### src/hdl/asr_map.vh
// register offsets, field positions, reset values and sizes of the sample router
`ifndef ASR_MAP_VH
`define ASR_MAP_VH
// per-pin route control registers, one aligned word each
`define ASR_OFF_PIN0 8'h00
`define ASR_OFF_PIN1 8'h04
`define ASR_OFF_PIN2 8'h08
`define ASR_OFF_PIN3 8'h0c
// general converter control register
`define ASR_OFF_GEN 8'h20
// per-pin register fields
`define ASR_DEST_MSB 31
`define ASR_DEST_LSB 8
`define ASR_DEST_W 24
`define ASR_PIN_EN_BIT 0
`define ASR_PIN_RST_DEST 24'h00_0000
`define ASR_PIN_RST_EN 1'b0
// general control fields
`define ASR_GEN_EN_BIT 0
`define ASR_GEN_OVR_BIT 1
`define ASR_GEN_BUSY_BIT 2
`define ASR_GEN_LAST_LSB 4
`define ASR_GEN_RST_EN 1'b1
// sizes
`define ASR_SAMPLE_W 12
`define ASR_NUM_PINS 4
`define ASR_PIN_IDX_W 2
`endif

### src/hdl/asr_pin_reg.v
// one per-pin route control register: destination identifier and enable
`default_nettype none
module asr_pin_reg (
   input wire mclk, // peripheral clock
   input wire sys_rst, // synchronous reset, active high
   input wire wrEn, // write strobe for this register
   input wire [31:0] wrData, // write data word
   output wire [23:0] dest, // destination node and endpoint identifier
   output wire en, // pin enable
   output wire [31:0] rdData // read-back word
);
`include "asr_map.vh"
   reg [23:0] dest_ff; // stored destination
   reg en_ff; // stored enable
   // store destination and enable; reserved bits are not stored
   always @(posedge mclk) begin
      if (sys_rst) begin
         dest_ff <= `ASR_PIN_RST_DEST;
         en_ff <= `ASR_PIN_RST_EN;
      end else if (wrEn) begin
         dest_ff <= wrData[`ASR_DEST_MSB:`ASR_DEST_LSB];
         en_ff <= wrData[`ASR_PIN_EN_BIT];
      end
   end
   assign dest = dest_ff;
   assign en = en_ff;
   // reserved bits 7:1 read as zero
   assign rdData = {dest_ff, 7'h00, en_ff};
endmodule
`default_nettype wire

### src/hdl/asr_sample_router.v
// sample router: steps through enabled inputs on sample clock edges and routes results
// Functional notes
// - each sample is a 12-bit result
// - each sample-clock rising edge taken in idle with the general enable on converts next enabled pin
// - result goes to that pin's configured endpoint
// - per-pin registers at 0x00, 0x04, 0x08, 0x0C
// - general control register at 0x20
// - bits 31:8 destination, reset zero; 7:1 reserved
// - bit 0 enables the pin, reset off
`default_nettype none
module asr_sample_router (
   input wire mclk, // peripheral clock, 20 MHz
   input wire sys_rst, // synchronous reset, active high
   input wire perWrEn, // peripheral word write strobe
   input wire perRdEn, // peripheral word read strobe
   input wire [7:0] perAddr, // peripheral byte address
   input wire [31:0] perWrData, // peripheral write word
   output reg [31:0] perRdData, // peripheral read word, registered
   output reg perRdValid, // read data valid pulse
   input wire sampleClkPin, // sample clock from the i/o port, asynchronous
   output reg adcStart, // start conversion pulse
   output reg [1:0] adcSel, // selected analog input
   input wire adcDone, // conversion finished pulse
   input wire [11:0] adcResult, // conversion result
   output wire epValid, // sample offered to the endpoint
   input wire epReady, // endpoint takes the sample
   output reg [23:0] epDest, // destination node and endpoint identifier
   output reg [1:0] epPin, // input pin the sample came from
   output reg [11:0] epSample // converted sample value
);
`include "asr_map.vh"
   localparam [1:0] ST_IDLE = 2'b00; // waiting for a sample edge
   localparam [1:0] ST_CONV = 2'b01; // converter busy
   localparam [1:0] ST_SEND = 2'b10; // offering result to endpoint

   reg syncA_ff; // first synchroniser stage
   reg syncB_ff; // second synchroniser stage
   reg syncPrev_ff; // previous synchronised level
   reg [1:0] state_ff; // router state
   reg [1:0] nxt_state; // next router state
   reg [1:0] lastPin_ff; // pin converted most recently
   reg globEn_ff; // general enable
   reg ovr_ff; // sticky: sample edge came while busy
   reg [1:0] nxtPick; // next enabled pin
   reg nxtFound; // at least one pin enabled
   reg [1:0] cand; // candidate pin in the search
   integer i; // search index
   wire [3:0] pinEn; // per-pin enables
   wire [95:0] pinDest; // per-pin destinations, packed
   wire [127:0] pinRd; // per-pin read words, packed
   wire sampleEdge; // rising edge of the sample clock
   wire genHit; // access hits the general register
   wire [31:0] genRd; // general register read word

   // two-flop synchroniser and edge detect on the sample clock pin
   // only the second stage feeds logic, so a metastable first stage stays hidden
   // stages reset low, the idle level of the pin, so no false edge follows reset
   always @(posedge mclk) begin
      if (sys_rst) begin
         syncA_ff <= 1'b0;
         syncB_ff <= 1'b0;
         syncPrev_ff <= 1'b0;
      end else begin
         syncA_ff <= sampleClkPin;
         syncB_ff <= syncA_ff;
         syncPrev_ff <= syncB_ff;
      end
   end
   assign sampleEdge = syncB_ff & ~syncPrev_ff;

   // per-pin registers, one word each
   genvar g;
   generate
      for (g = 0; g < `ASR_NUM_PINS; g = g + 1) begin : gPin
         wire hit;
         // word decode: upper nibble zero, index in bits 3:2, aligned
         // unaligned or unmapped addresses hit no register, so writes there are lost
         assign hit = (perAddr[7:4] == 4'h0) && (perAddr[3:2] == g)
            && (perAddr[1:0] == 2'b00);
         asr_pin_reg uPin (
            .mclk(mclk),
            .sys_rst(sys_rst),
            .wrEn(perWrEn & hit),
            .wrData(perWrData),
            .dest(pinDest[g*24 +: 24]),
            .en(pinEn[g]),
            .rdData(pinRd[g*32 +: 32])
         );
      end
   endgenerate

   // general control register decode
   // the general register is matched on the whole byte address
   assign genHit = (perAddr == `ASR_OFF_GEN);
   assign genRd = {26'h000_0000, lastPin_ff, 1'b0, (state_ff != ST_IDLE), ovr_ff, globEn_ff};

   // general enable and sticky overrun flag; a new overrun wins over the clear
   // an edge that lands while converting or sending is dropped, and the
   // flag lets software see that a sample was lost
   always @(posedge mclk) begin
      if (sys_rst) begin
         globEn_ff <= `ASR_GEN_RST_EN;
         ovr_ff <= 1'b0;
      end else begin
         if (perWrEn && genHit) begin
            globEn_ff <= perWrData[`ASR_GEN_EN_BIT];
         end
         // set is tested first so it beats a clear in the same cycle
         if (sampleEdge && (state_ff != ST_IDLE)) begin
            ovr_ff <= 1'b1;
         end else if (perWrEn && genHit && perWrData[`ASR_GEN_OVR_BIT]) begin
            ovr_ff <= 1'b0; // write one to clear
         end
      end
   end

   // registered read port; unmapped addresses read as zero
   // the word holds until the next read, so a slow master may take it late
   always @(posedge mclk) begin
      if (sys_rst) begin
         perRdData <= 32'h0000_0000;
         perRdValid <= 1'b0;
      end else begin
         perRdValid <= perRdEn;
         if (perRdEn) begin
            if (genHit) begin
               perRdData <= genRd;
            end else if (perAddr == `ASR_OFF_PIN0) begin
               perRdData <= pinRd[31:0];
            end else if (perAddr == `ASR_OFF_PIN1) begin
               perRdData <= pinRd[63:32];
            end else if (perAddr == `ASR_OFF_PIN2) begin
               perRdData <= pinRd[95:64];
            end else if (perAddr == `ASR_OFF_PIN3) begin
               perRdData <= pinRd[127:96];
            end else begin
               // no register here: answer with zero
               perRdData <= 32'h0000_0000;
            end
         end
      end
   end

   // round-robin search for the next enabled pin after the last one
   // a pin found at distance four is the last pin itself, so a single
   // enabled pin is converted again on every edge
   always @* begin
      nxtFound = 1'b0;
      nxtPick = lastPin_ff;
      cand = lastPin_ff;
      // descending so the nearest enabled successor is kept last
      for (i = `ASR_NUM_PINS; i >= 1; i = i - 1) begin
         cand = lastPin_ff + i[1:0];
         if (pinEn[cand]) begin
            nxtFound = 1'b1;
            nxtPick = cand;
         end
      end
   end

   // router state transitions
   // an edge with no pin enabled or the general enable off is ignored
   // one conversion at a time; edges are taken only in the idle state
   always @* begin
      nxt_state = state_ff;
      case (state_ff)
         ST_IDLE: begin
            if (sampleEdge && globEn_ff && nxtFound) begin
               nxt_state = ST_CONV;
            end
         end
         ST_CONV: begin
            if (adcDone) begin
               nxt_state = ST_SEND;
            end
         end
         ST_SEND: begin
            if (epReady) begin
               nxt_state = ST_IDLE;
            end
         end
         default: begin
            nxt_state = ST_IDLE;
         end
      endcase
   end

   // state, selection, start pulse and captured result
   // the destination is read when the result arrives, so a route change
   // made during a conversion already applies to that sample
   always @(posedge mclk) begin
      if (sys_rst) begin
         state_ff <= ST_IDLE;
         lastPin_ff <= 2'b11;
         adcStart <= 1'b0;
         adcSel <= 2'b00;
         epDest <= 24'h00_0000;
         epPin <= 2'b00;
         epSample <= 12'h000;
      end else begin
         state_ff <= nxt_state;
         adcStart <= 1'b0;
         if ((state_ff == ST_IDLE) && (nxt_state == ST_CONV)) begin
            adcStart <= 1'b1;
            adcSel <= nxtPick;
            lastPin_ff <= nxtPick;
         end
         // capture the result and its route in the cycle the converter is done
         if ((state_ff == ST_CONV) && adcDone) begin
            epSample <= adcResult;
            epPin <= adcSel;
            epDest <= pinDest[adcSel*24 +: 24];
         end
      end
   end

   // sample is offered while in the send state
   // the offer and its data hold until the endpoint takes them
   assign epValid = (state_ff == ST_SEND);
endmodule
`default_nettype wire
### config.mk
export PLATFORM = sky130hd
export DESIGN_NAME = asr_sample_router
export DESIGN_NICKNAME = d
export VERILOG_FILES = /design/src/hdl/asr_pin_reg.v /design/src/hdl/asr_sample_router.v
export VERILOG_INCLUDE_DIRS = /design/src /design/src/hdl
export SDC_FILE = /design/constraint.sdc
export NUM_CORES = 1
export LEC_CHECK = 0
export ABC_AREA = 1
export BUFFER_PORTS_ARGS = -buffer_cell sky130_fd_sc_hd__buf_4
export CAP_MARGIN = 25
export CORE_MARGIN = 3
export CORE_UTILIZATION = 51
export CTS_BUF_LIST = sky130_fd_sc_hd__clkbuf_16
export DETAILED_ROUTE_END_ITERATION = 7
export PLACE_DENSITY_LB_ADDON = 0.08
export SLEW_MARGIN = 20
export SYNTH_ARGS = -nofsm -noshare
export SYNTH_HDL_FRONTEND = slang
export SYNTH_SLANG_ARGS = --single-unit
### constraint.sdc
create_clock -name mclk -period 1.3 [get_ports mclk]
set_input_delay 0.13 -clock mclk [delete_from_list [all_inputs] [get_ports mclk]]
set_output_delay 0.13 -clock mclk [all_outputs]
set_load 0.05 [all_outputs]
==> metrics.cfg, run 1 <==
[timing]
setup-violations-final = 0
slew_violations = 0
min_period_over_period_pct = 99.9
final_hold_viol_count = 0
rsz0062_at_grt = true
skew_ns = 0.00570
period_needed_ns = 1.30
max_freq_ghz = 0.770

[clock_network]
clkTransAtPathRegs_ns = 0.06
insertion_delay_ns = 0.43
clock_tree.root_cell = clkbuf_16
cts_setup_buffers = 0
clk_path_buf_depth = 2
cts_tree = done
h-tree-depth = 4
cts_num_sinks = 180
numCtsBuffers = 17

[logic_synthesis]
netlist_area_um2 = 8050
syn_area_per_cell_um2 = 7.23
synth-seq-cells = 180
synth_cell_types = 25
syn_inst = 1113
synth_seq_area_share_pct = 44.8
synth_warnings = 0

[critical_path]
crit_path_max_fanout = 10
r2r-start = lastPin_ff[0]
crit_slowest_cell = dfxtp_4
critical_path_required_ns = 1.17
critPathTopFamily = flip-flops
crit_type = register to output port
r2r_end = adcSel[0]
crit_path_end_kind = output port
crit_top_cell = buf_6
critPathMaxStageDelay_ns = 0.40
critical_path.cell_chain = buf_6 > buf_6
r2r_cells = 9
cp-start-kind = register
r2r_slack_ns = 0.08
critical_path_arrival_ns = 1.17
worst-path-buf-inv = 2

[global_routing]
grt_pass1_vias = 7357
antenna_found_initial = 0
grt_usage_pct = 26.2
grt_max_degree = 87
grt_overflow = 0
grt_pass1_wl_um = 37600

[final_layout]
nets = 1330
mostFrequentLayoutCell = a21oi_1
final_core_util_pct = 69.8
drive_above_1_share_pct = 19.1
layout_common_cells = 194 x a21oi_1, 174 x dfxtp_1, 170 x o21ai_0, 163 x buf_4, 137 x inv_1
diodes = 0
instances_no_fill = 1495
area_delta_synth_final_pct = 32.7

[drt]
route.detailed.drc = 0
route.met2.wl_um = 10900
dr.pass1.iters = 5
top_layer_used = met4
wl_met1_um = 10200
final_antenna_net_count = 0
wl_met3_um = 1500
post_drt_via_cell_ratio = 5.40
vias = 8074
drt_iter0_markers = 741
routed_wl_um = 23000
wl_per_cell_um = 15.4

[floorplanning]
chipHeight_um = 132
die_w_um = 132
io-pin-count = 134
core.rowCount = 45
initial_utilization_pct = 52.6
die_area_um2 = 17300
core_area_um2 = 15300

[power_and_ir_drop]
power_w = 0.0116
peakVddDrop_mv = 0.953
power_leakage_nw = 4.60
power-per-cell-area_nw_per_um2 = 1090

[min_path]
hold_path_end = gPin[0].uPin.dest[12]
hold_class = primary input to register
hp-start = sys_rst
hold_path_depth = 5

[run]
drv_cap = 0

[place]
gp_congestion = 0.830
portBuffers = 124
post-place-cells = 1420
hpwl_um = 14900

[status]
status = completed

how the worst max path moves through the flow:
| stage | from | to | slack (ns) | depth (start not counted) |
|---|---|---|---|---|
| 3_3_place_gp | perAddr[6] | gPin[1].uPin.dest[6] | -0.18 | 9 |
| 5_1_grt | lastPin_ff[0] | adcSel[0] | -0.05 | 9 |
| 6_report | adcSel[0] | adcSel[0] | 0.0007 | 2 |
| 2_1_floorplan | adcSel[0] | epDest[0] | -0.02 | 7 |
| 4_1_cts | state_ff[0] | epValid | 0.0006 | 3 |
| 3_5_place_dp | perAddr[6] | gPin[1].uPin.dest[2] | -0.28 | 9 |
what timing repair did:
action	CTS	global route
gates cloned	0	1
pin swaps	0	1
resized for setup	10	32
hold buffers	42	0
setup endpoints to repair	18	26
endpoints found under the hold margin	72	0
synthesized netlist by cell type:
master     instances  area share [%]
a211oi_1          28             2.6
a21oi_1          195              12
buf_1              2           0.093
buf_2             29             1.8
buf_4              5            0.47
clkbuf_1          57             2.7
clkinv_1           1           0.047
conb_1             1           0.047
dfxtp_1          180              45
inv_1            134             6.2
inv_2              5            0.23
nand2_1          100             4.7
nand2_2            1           0.078
nand3_1           82             5.1
nand3b_1           1           0.093
nand4_1            3            0.23
nor2_1            62             2.9
nor2_2             2            0.16
nor2_4             1            0.14
nor3_1             2            0.12
nor3_4             3            0.61
o2111ai_1         25             2.7
o211ai_1           2            0.19
o21ai_0          183              11
o21ai_1            9            0.56
worst register-to-register path, stage by stage (launching register included):
cell     delay [ns]
dfxtp_4        0.37
buf_6          0.13
nand2_1        0.05
nand2_1        0.11
nand2_1        0.07
nand2_1        0.08
nand2_1        0.05
nand3_1        0.08
nand3_2        0.10
a21oi_2        0.11
stage by stage:
stage / setup TNS, ns / cell area [µm²] / hold slack [ns] / setup slack, ns
floorplan: -0.502 / 8100 / 0.237 / -0.0241
CTS: 0 / 10600 / 0.184 / 0.000633
detailed placement: -16.05 / 9560 / 0.340 / -0.276
finish: 0 / 10700 / 0.195 / 0.000723
global route: -0.0844 / 10700 / 0.204 / -0.0524
global placement: -10.90 / 9560 / 0.338 / -0.183
report_power, final:
part | total (W) | switching [W] | internal [W]
Combinational | 0.000777 | 0.000455 | 0.000322
Sequential | 0.00554 | 0.00000938 | 0.00553
Clock | 0.00529 | 0.00212 | 0.00317
Total | 0.0116 | 0.00258 | 0.00901
per-layer routing:
layer,GRT usage [%],vias up
li1,-,4090
met1,35.4,3640
met2,42.7,308
met3,4.40,36
met4,8.69,0
met5,0,-
cell type report:
| cell class | instances | area [µm²] |
|---|---|---|
| repair buffers | 230 | 2080 |
| well taps | 211 | 264 |
| clock inverters | 15 | 175 |
| inverters | 140 | 536 |
| flip-flops and latches | 180 | 3620 |
| clock buffers | 17 | 425 |
| multi-input cells | 702 | 3590 |
| fillers | 1331 | 4630 |
cells by family (layout without fill, tap and decap cells):
group                  count (synthesis)  count (layout)  share of synthesized area (%)
AOI/OAI and AO/OA                    442             442                           29.6
and+or+nand+nor                      257             257                           14.1
buffers and inverters                233             402                           11.5
other                                  1               3                         0.0466
DFF                                  180             180                           44.8
state kept, by name, summed over array words and instances (netlist names), 4 cells and up:
name	cells
epDest	24
epSample	12
gPin.uPin.en	4
perRdData	29
gPin.uPin.dest	96
Power figures use the tool's default switching activity.
==> run 2: changes to the inputs <==
--- a/config.mk
+++ b/config.mk
@@ -13,6 +13,7 @@
 export CORE_UTILIZATION = 51
 export CTS_BUF_LIST = sky130_fd_sc_hd__clkbuf_16
 export DETAILED_ROUTE_END_ITERATION = 7
+export MAX_ROUTING_LAYER = met4
 export PLACE_DENSITY_LB_ADDON = 0.08
 export SLEW_MARGIN = 20
 export SYNTH_ARGS = -nofsm -noshare
==> metrics.cfg, run 2 (synthesis gave the netlist of run 1 again) <==
[final_layout]
largest_register_ffs = 96  ; unchanged
fillers = 1331  ; unchanged
nets = 1330  ; unchanged
area_delta_synth_final_pct = 32.8  ; was 32.7%
diodes = 0  ; unchanged
drive_above_1_share_pct = 19.1  ; unchanged
fin_area_um2 = 10700  ; about the same
layout_common_cells = 194 x a21oi_1, 174 x dfxtp_1, 170 x o21ai_0, 163 x buf_4, 137 x inv_1  ; unchanged
mostFrequentLayoutCell = a21oi_1  ; unchanged

[timing]
max_freq_ghz = 0.784  ; was 0.770 GHz
period_needed_ns = 1.28  ; was 1.30 ns
slew_violations = 0  ; unchanged
setup-violations-final = 0  ; unchanged
final_hold_viol_count = 0  ; unchanged
rsz0062_at_grt = true  ; unchanged
min_period_over_period_pct = 98.1  ; was 99.9%
skew_ns = 0.00573  ; was 0.00570 ns

[global_routing]
grt_overflow = 0  ; unchanged
grt_max_degree = 87  ; unchanged
grt_usage_pct = 26.9  ; was 26.2%
grt_pass1_wl_um = 37500  ; was 37600 µm
grt_pass1_vias = 7361  ; was 7357
antenna_found_initial = 0  ; unchanged

[critical_path]
critical_path.cell_chain = buf_8 > buf_8  ; was buf_6 > buf_6
r2r-start = adcSel[0]  ; was lastPin_ff[0]
r2r_end = epDest[14]  ; was adcSel[0]
worstSetupStartpoint = adcSel[0]  ; unchanged
cp-start-kind = register  ; unchanged
r2r_cells = 6  ; was 9
endpoint = adcSel[0]  ; unchanged
crit_path_end_kind = output port  ; unchanged
critical_path_required_ns = 1.17  ; about the same
crit_path_max_fanout = 10  ; unchanged
crit_top_cell = buf_8  ; was buf_6
critPathTopFamily = flip-flops  ; unchanged
cp.depth = 2  ; unchanged
worst-path-buf-inv = 2  ; unchanged
crit_type = register to output port  ; unchanged
critPathMaxStageDelay_ns = 0.41  ; was 0.40 ns
crit_slowest_cell = dfxtp_4  ; unchanged
critical_path_arrival_ns = 1.15  ; was 1.17 ns
r2r_slack_ns = 0.05  ; was 0.08 ns

[floorplanning]
core_area_um2 = 15300  ; unchanged
die_w_um = 132  ; unchanged
io-pin-count = 134  ; unchanged
initial_utilization_pct = 52.6  ; unchanged
die_area_um2 = 17300  ; unchanged
core.rowCount = 45  ; unchanged
chipHeight_um = 132  ; unchanged

[drt]
routed_wl_um = 23100  ; was 23000 µm
vias = 8113  ; was 8074
final_antenna_net_count = 0  ; unchanged
wl_per_cell_um = 15.5  ; was 15.4 µm
drt_iter0_markers = 778  ; was 741
route.detailed.drc = 0  ; unchanged
dr.pass1.iters = 5  ; unchanged
post_drt_via_cell_ratio = 5.43  ; was 5.40

[clock_network]
h-tree-depth = 4  ; unchanged
clkTransAtPathRegs_ns = 0.06  ; about the same
insertion_delay_ns = 0.43  ; about the same
numCtsBuffers = 17  ; unchanged
cts_num_sinks = 180  ; unchanged
clock_tree.root_cell = clkbuf_16  ; unchanged
cts_setup_buffers = 0  ; unchanged
cts_tree = done  ; unchanged
clk_path_buf_depth = 2  ; unchanged

[run]
drv_cap = 0  ; unchanged

[power_and_ir_drop]
power_leakage_nw = 4.60  ; about the same
power_w = 0.0116  ; about the same
power-per-cell-area_nw_per_um2 = 1080  ; was 1090 nW/µm²
peakVddDrop_mv = 0.954  ; was 0.953 mV

[place]
gp_congestion = 0.843  ; was 0.830
dpl_cell_area_um2 = 9560  ; unchanged
portBuffers = 124  ; unchanged
hpwl_um = 14900  ; unchanged

[min_path]
hold_class = primary input to register  ; unchanged
hold_path_depth = 5  ; unchanged

[status]
status = completed  ; unchanged

## run 2: cell counts in the layout (fill, tap and decap cells not counted)
No cell type changed its count.
## run 2: worst register-to-register path: stages (launching register included)
cell	delay, ns
dfxtp_4	0.41
inv_8	0.08
clkbuf_16	0.17
o21ai_0	0.16
o21ai_0	0.12
o21ai_0	0.17
inv_1	0.05
## run 2: repair_timing
action,4_1_cts,5_1_grt
gates cloned,0,1
pin swaps,0,1
endpoints found under the hold margin,72,0
hold buffers,42,0
resized for setup,10,34
setup endpoints to repair,18,26
## run 2: area by class of cell
| cell class | instances | area, µm² | share of cell area (%) |
|---|---|---|---|
| inverter | 140 | 536 | 5.01 |
| sequential | 180 | 3620 | 33.8 |
| timing repair buffer | 230 | 2090 | 19.5 |
| clock inverter | 15 | 175 | 1.64 |
| tap | 211 | 264 | 2.47 |
| multi-input combinational | 702 | 3590 | 33.5 |
| clock buffer | 17 | 425 | 3.98 |
## run 2: through the flow
| stage | cells | TNS (ns) | worst slack (ns) | hold WS [ns] | util (%) |
|---|---|---|---|---|---|
| detailed placement | 1420 | -16.05 | -0.276 | 0.340 | 62.4 |
| global placement | 1420 | -10.90 | -0.183 | 0.338 | 62.4 |
| finish | 1495 | 0 | 0.0242 | 0.197 | 69.8 |
| CTS | 1494 | 0 | 0.000633 | 0.184 | 69.3 |
| floorplan | 1115 | -0.502 | -0.0241 | 0.237 | - |
| global route | 1495 | -0.0612 | -0.0527 | 0.204 | 69.8 |
## run 2: per-layer routing
layer	up-vias	track usage [%]	wire (µm)
met5	-	-	0
met4	0	8.69	321
met3	42	4.33	1670
met2	328	42.7	10900
met1	3655	35.4	10200
li1	4088	-	-
## run 2: power breakdown
| group | switching (W) | internal (W) | total, W |
|---|---|---|---|
| logic | 0.000457 | 0.000322 | 0.000779 |
| clock network | 0.00212 | 0.00317 | 0.00529 |
| registers | 0.00000945 | 0.00553 | 0.00554 |
## run 2: worst min-delay path by stage
stage | end | startpoint
finish | gPin[0].uPin.dest[12] | sys_rst
global route | gPin[3].uPin.dest[10] | sys_rst
CTS | gPin[0].uPin.dest[12] | sys_rst
detailed placement | syncA_ff | sampleClkPin
global placement | syncA_ff | sampleClkPin
floorplan | syncA_ff | sampleClkPin
==> run 3: changes to the inputs <==
--- a/config.mk
+++ b/config.mk
@@ -10,11 +10,12 @@
 export BUFFER_PORTS_ARGS = -buffer_cell sky130_fd_sc_hd__buf_4
 export CAP_MARGIN = 25
 export CORE_MARGIN = 3
-export CORE_UTILIZATION = 51
-export CTS_BUF_LIST = sky130_fd_sc_hd__clkbuf_16
+export CORE_UTILIZATION = 53
+export CTS_BUF_LIST = sky130_fd_sc_hd__clkbuf_4
 export DETAILED_ROUTE_END_ITERATION = 7
 export MAX_ROUTING_LAYER = met4
 export PLACE_DENSITY_LB_ADDON = 0.08
+export SKIP_LAST_GASP = 1
 export SLEW_MARGIN = 20
 export SYNTH_ARGS = -nofsm -noshare
 export SYNTH_HDL_FRONTEND = slang
==> metrics.cfg, run 3 (synthesis gave the netlist of run 1 again) <==
[clock_network]
cts_tree = done  ; unchanged
numCtsBuffers = 17  ; unchanged
cts_num_sinks = 180  ; unchanged
clock_tree.root_cell = clkbuf_4  ; was clkbuf_16
clkTransAtPathRegs_ns = 0.14  ; was 0.06 ns
h-tree-depth = 4  ; unchanged
clk_path_buf_depth = 2  ; unchanged
insertion_delay_ns = 0.60  ; was 0.43 ns

[global_routing]
grt_pass1_wl_um = 37300  ; was 37500 µm
grt_max_degree = 55  ; was 87
grt_pass1_vias = 7378  ; was 7361
grt_usage_pct = 28.8  ; was 26.9%
grt_overflow = 0  ; unchanged
antenna_found_initial = 0  ; unchanged

[drt]
vias = 8436  ; was 8113
drt_iter0_markers = 764  ; was 778
route.detailed.drc = 0  ; unchanged
routed_wl_um = 24500  ; was 23100 µm
dr.pass1.iters = 6  ; was 5
final_antenna_net_count = 0  ; unchanged
wl_per_cell_um = 16.5  ; was 15.5 µm
post_drt_via_cell_ratio = 5.68  ; was 5.43

[power_and_ir_drop]
power-per-cell-area_nw_per_um2 = 898  ; was 1080 nW/µm²
power_frac_seq_pct = 56.4  ; was 47.7%
p_sw_share_pct = 24.8  ; was 22.3%
power_w = 0.00983  ; was 0.0116 W
p_comb_share_pct = 8.2  ; was 6.7%
peakVddDrop_mv = 0.755  ; was 0.954 mV
clockPowerShare_pct = 35.4  ; was 45.6%
p_switching_w = 0.00243  ; was 0.00259 W
power_leakage_nw = 4.64  ; was 4.60 nW
p_int_w = 0.00740  ; was 0.00901 W

[critical_path]
crit_path_end_kind = register  ; was output port
crit_type = register to register  ; was register to output port
crit_top_cell = buf_4  ; was buf_8
critPathMaxStageDelay_ns = 0.35  ; was 0.41 ns
crit_path_max_fanout = 4  ; was 10
critical_path_required_ns = 1.80  ; was 1.17 ns
r2r_slack_ns = -0.15  ; was 0.05 ns
critical_path.cell_chain = buf_4 > nor2_1 > nand4_1 > buf_4 > a21oi_1 > nand2_1  ; was buf_8 > buf_8
crit_slowest_cell = dfxtp_2  ; was dfxtp_4
critical_path_arrival_ns = 1.95  ; was 1.15 ns
cp-start-kind = register  ; unchanged

[run]
drv_cap = 0  ; unchanged

[floorplanning]
initial_utilization_pct = 54.8  ; was 52.6%
io-pin-count = 134  ; unchanged
core.rowCount = 44  ; was 45
chipHeight_um = 129  ; was 132 µm
die_w_um = 129  ; was 132 µm
core_area_um2 = 14700  ; was 15300 µm²
die_area_um2 = 16700  ; was 17300 µm²

[place]
portBuffers = 124  ; unchanged
gp_congestion = 0.896  ; was 0.843
dpl_cell_area_um2 = 9570  ; was 9560 µm²
dpl_worst_slack_ns = -0.296  ; was -0.276 ns
hpwl_um = 14900  ; about the same

[final_layout]
fillers = 1153  ; was 1331
drive_above_1_share_pct = 25.7  ; was 19.1%
layout_common_cells = 194 x a21oi_1, 153 x o21ai_0, 131 x inv_1, 112 x dfxtp_1, 109 x buf_4  ; was 194 x a21oi_1, 174 x dfxtp_1, 170 x o21ai_0, 163 x buf_4, 137 x inv_1
mostFrequentLayoutCell = a21oi_1  ; unchanged
area_delta_synth_final_pct = 35.9  ; was 32.8%
fin_area_um2 = 10900  ; was 10700 µm²
nets = 1347  ; was 1330
largest_register_ffs = 96  ; unchanged

[min_path]
hold_class = primary input to register  ; unchanged

[timing]
setup-violations-final = 8  ; was 0
slew_violations = 0  ; unchanged
skew_ns = 0.0262  ; was 0.00573 ns
period_needed_ns = 1.45  ; was 1.28 ns
min_period_over_period_pct = 112  ; was 98.1%
rsz0062_at_grt = true  ; unchanged
final.setup.tns_ns = -0.772  ; was 0 ns
holdWs_ns = 0.0828  ; was 0.197 ns
final_hold_viol_count = 0  ; unchanged
max_freq_ghz = 0.688  ; was 0.784 GHz
setup_ws_ns = -0.153  ; was 0.0242 ns

[status]
violations = negative setup slack
status = finished with violations  ; was completed

[run 3: cell types whose count changed in the layout (fill, tap and decap cells not counted), sizes merged]
cell         before  now
inv             145  141
buf             187  202
dlygate4sd3      42   43
clkinv            3    4
clkbuf           18   20
clkinvlp          3    5
diode             0    1
[run 3: layout make-up]
type | count | area (µm²) | area share (%)
well taps | 184 | 230 | 2.10
flip-flops and latches | 180 | 3690 | 33.7
inverters | 140 | 533 | 4.87
clock buffers | 18 | 135 | 1.23
repair buffers | 247 | 2550 | 23.3
diodes | 1 | 2.50 | 0.0229
multi-input cells | 702 | 3610 | 33.0
clock inverters | 14 | 185 | 1.69
[run 3: power by group through the flow]
stage	Sequential, W	Clock (W)	Combinational [W]
after floorplan	0.00569	0	0.000315
after global placement	0.00566	0	0.000670
after detailed placement	0.00566	0	0.000672
after CTS	0.00554	0.00352	0.000779
after global routing	0.00555	0.00374	0.000861
final	0.00554	0.00348	0.000807
[run 3: worst paths after layout]
path,cells past startpoint,from,endpoint
max,6,state_ff[1],lastPin_ff[1]
min,4,perWrEn,gPin[0].uPin.dest[19]
max reg2reg,6,state_ff[1],lastPin_ff[1]
min reg2reg,2,syncA_ff,syncB_ff
[run 3: per-stage QoR]
step	utilization, %	cells
final	74.5	1486
after global routing	74.4	1485
after CTS	71.8	1477
after detailed placement	65.1	1396
after global placement	65.1	1396
after floorplan	-	1115
[run 3: worst max-delay path, delay by kind of cell (launching register included)]
kind | cells | cell delay (ns)
buf+inv | 2 | 0.36
flops | 1 | 0.35
simple gates | 3 | 0.53
compound gates | 1 | 0.13
[run 3: routing by layer]
| metal | GRT usage [%] | vias to the layer above | part of all wire [%] |
|---|---|---|---|
| met5 | - | - | 0 |
| met4 | 7.60 | 0 | 1.6 |
| met3 | 5.52 | 38 | 8.1 |
| met2 | 44.1 | 401 | 48 |
| met1 | 39.3 | 3870 | 43 |
| li1 | - | 4127 | - |
[run 3: timing repair]
action                                  4_1_cts  5_1_grt
gates cloned                                  2        2
hold endpoints to repair                    122        3
resized for setup                            40      162
pin swaps                                     2        7
setup buffers                                 5        6
endpoints found under the setup margin       28      103
hold buffers                                 42        1
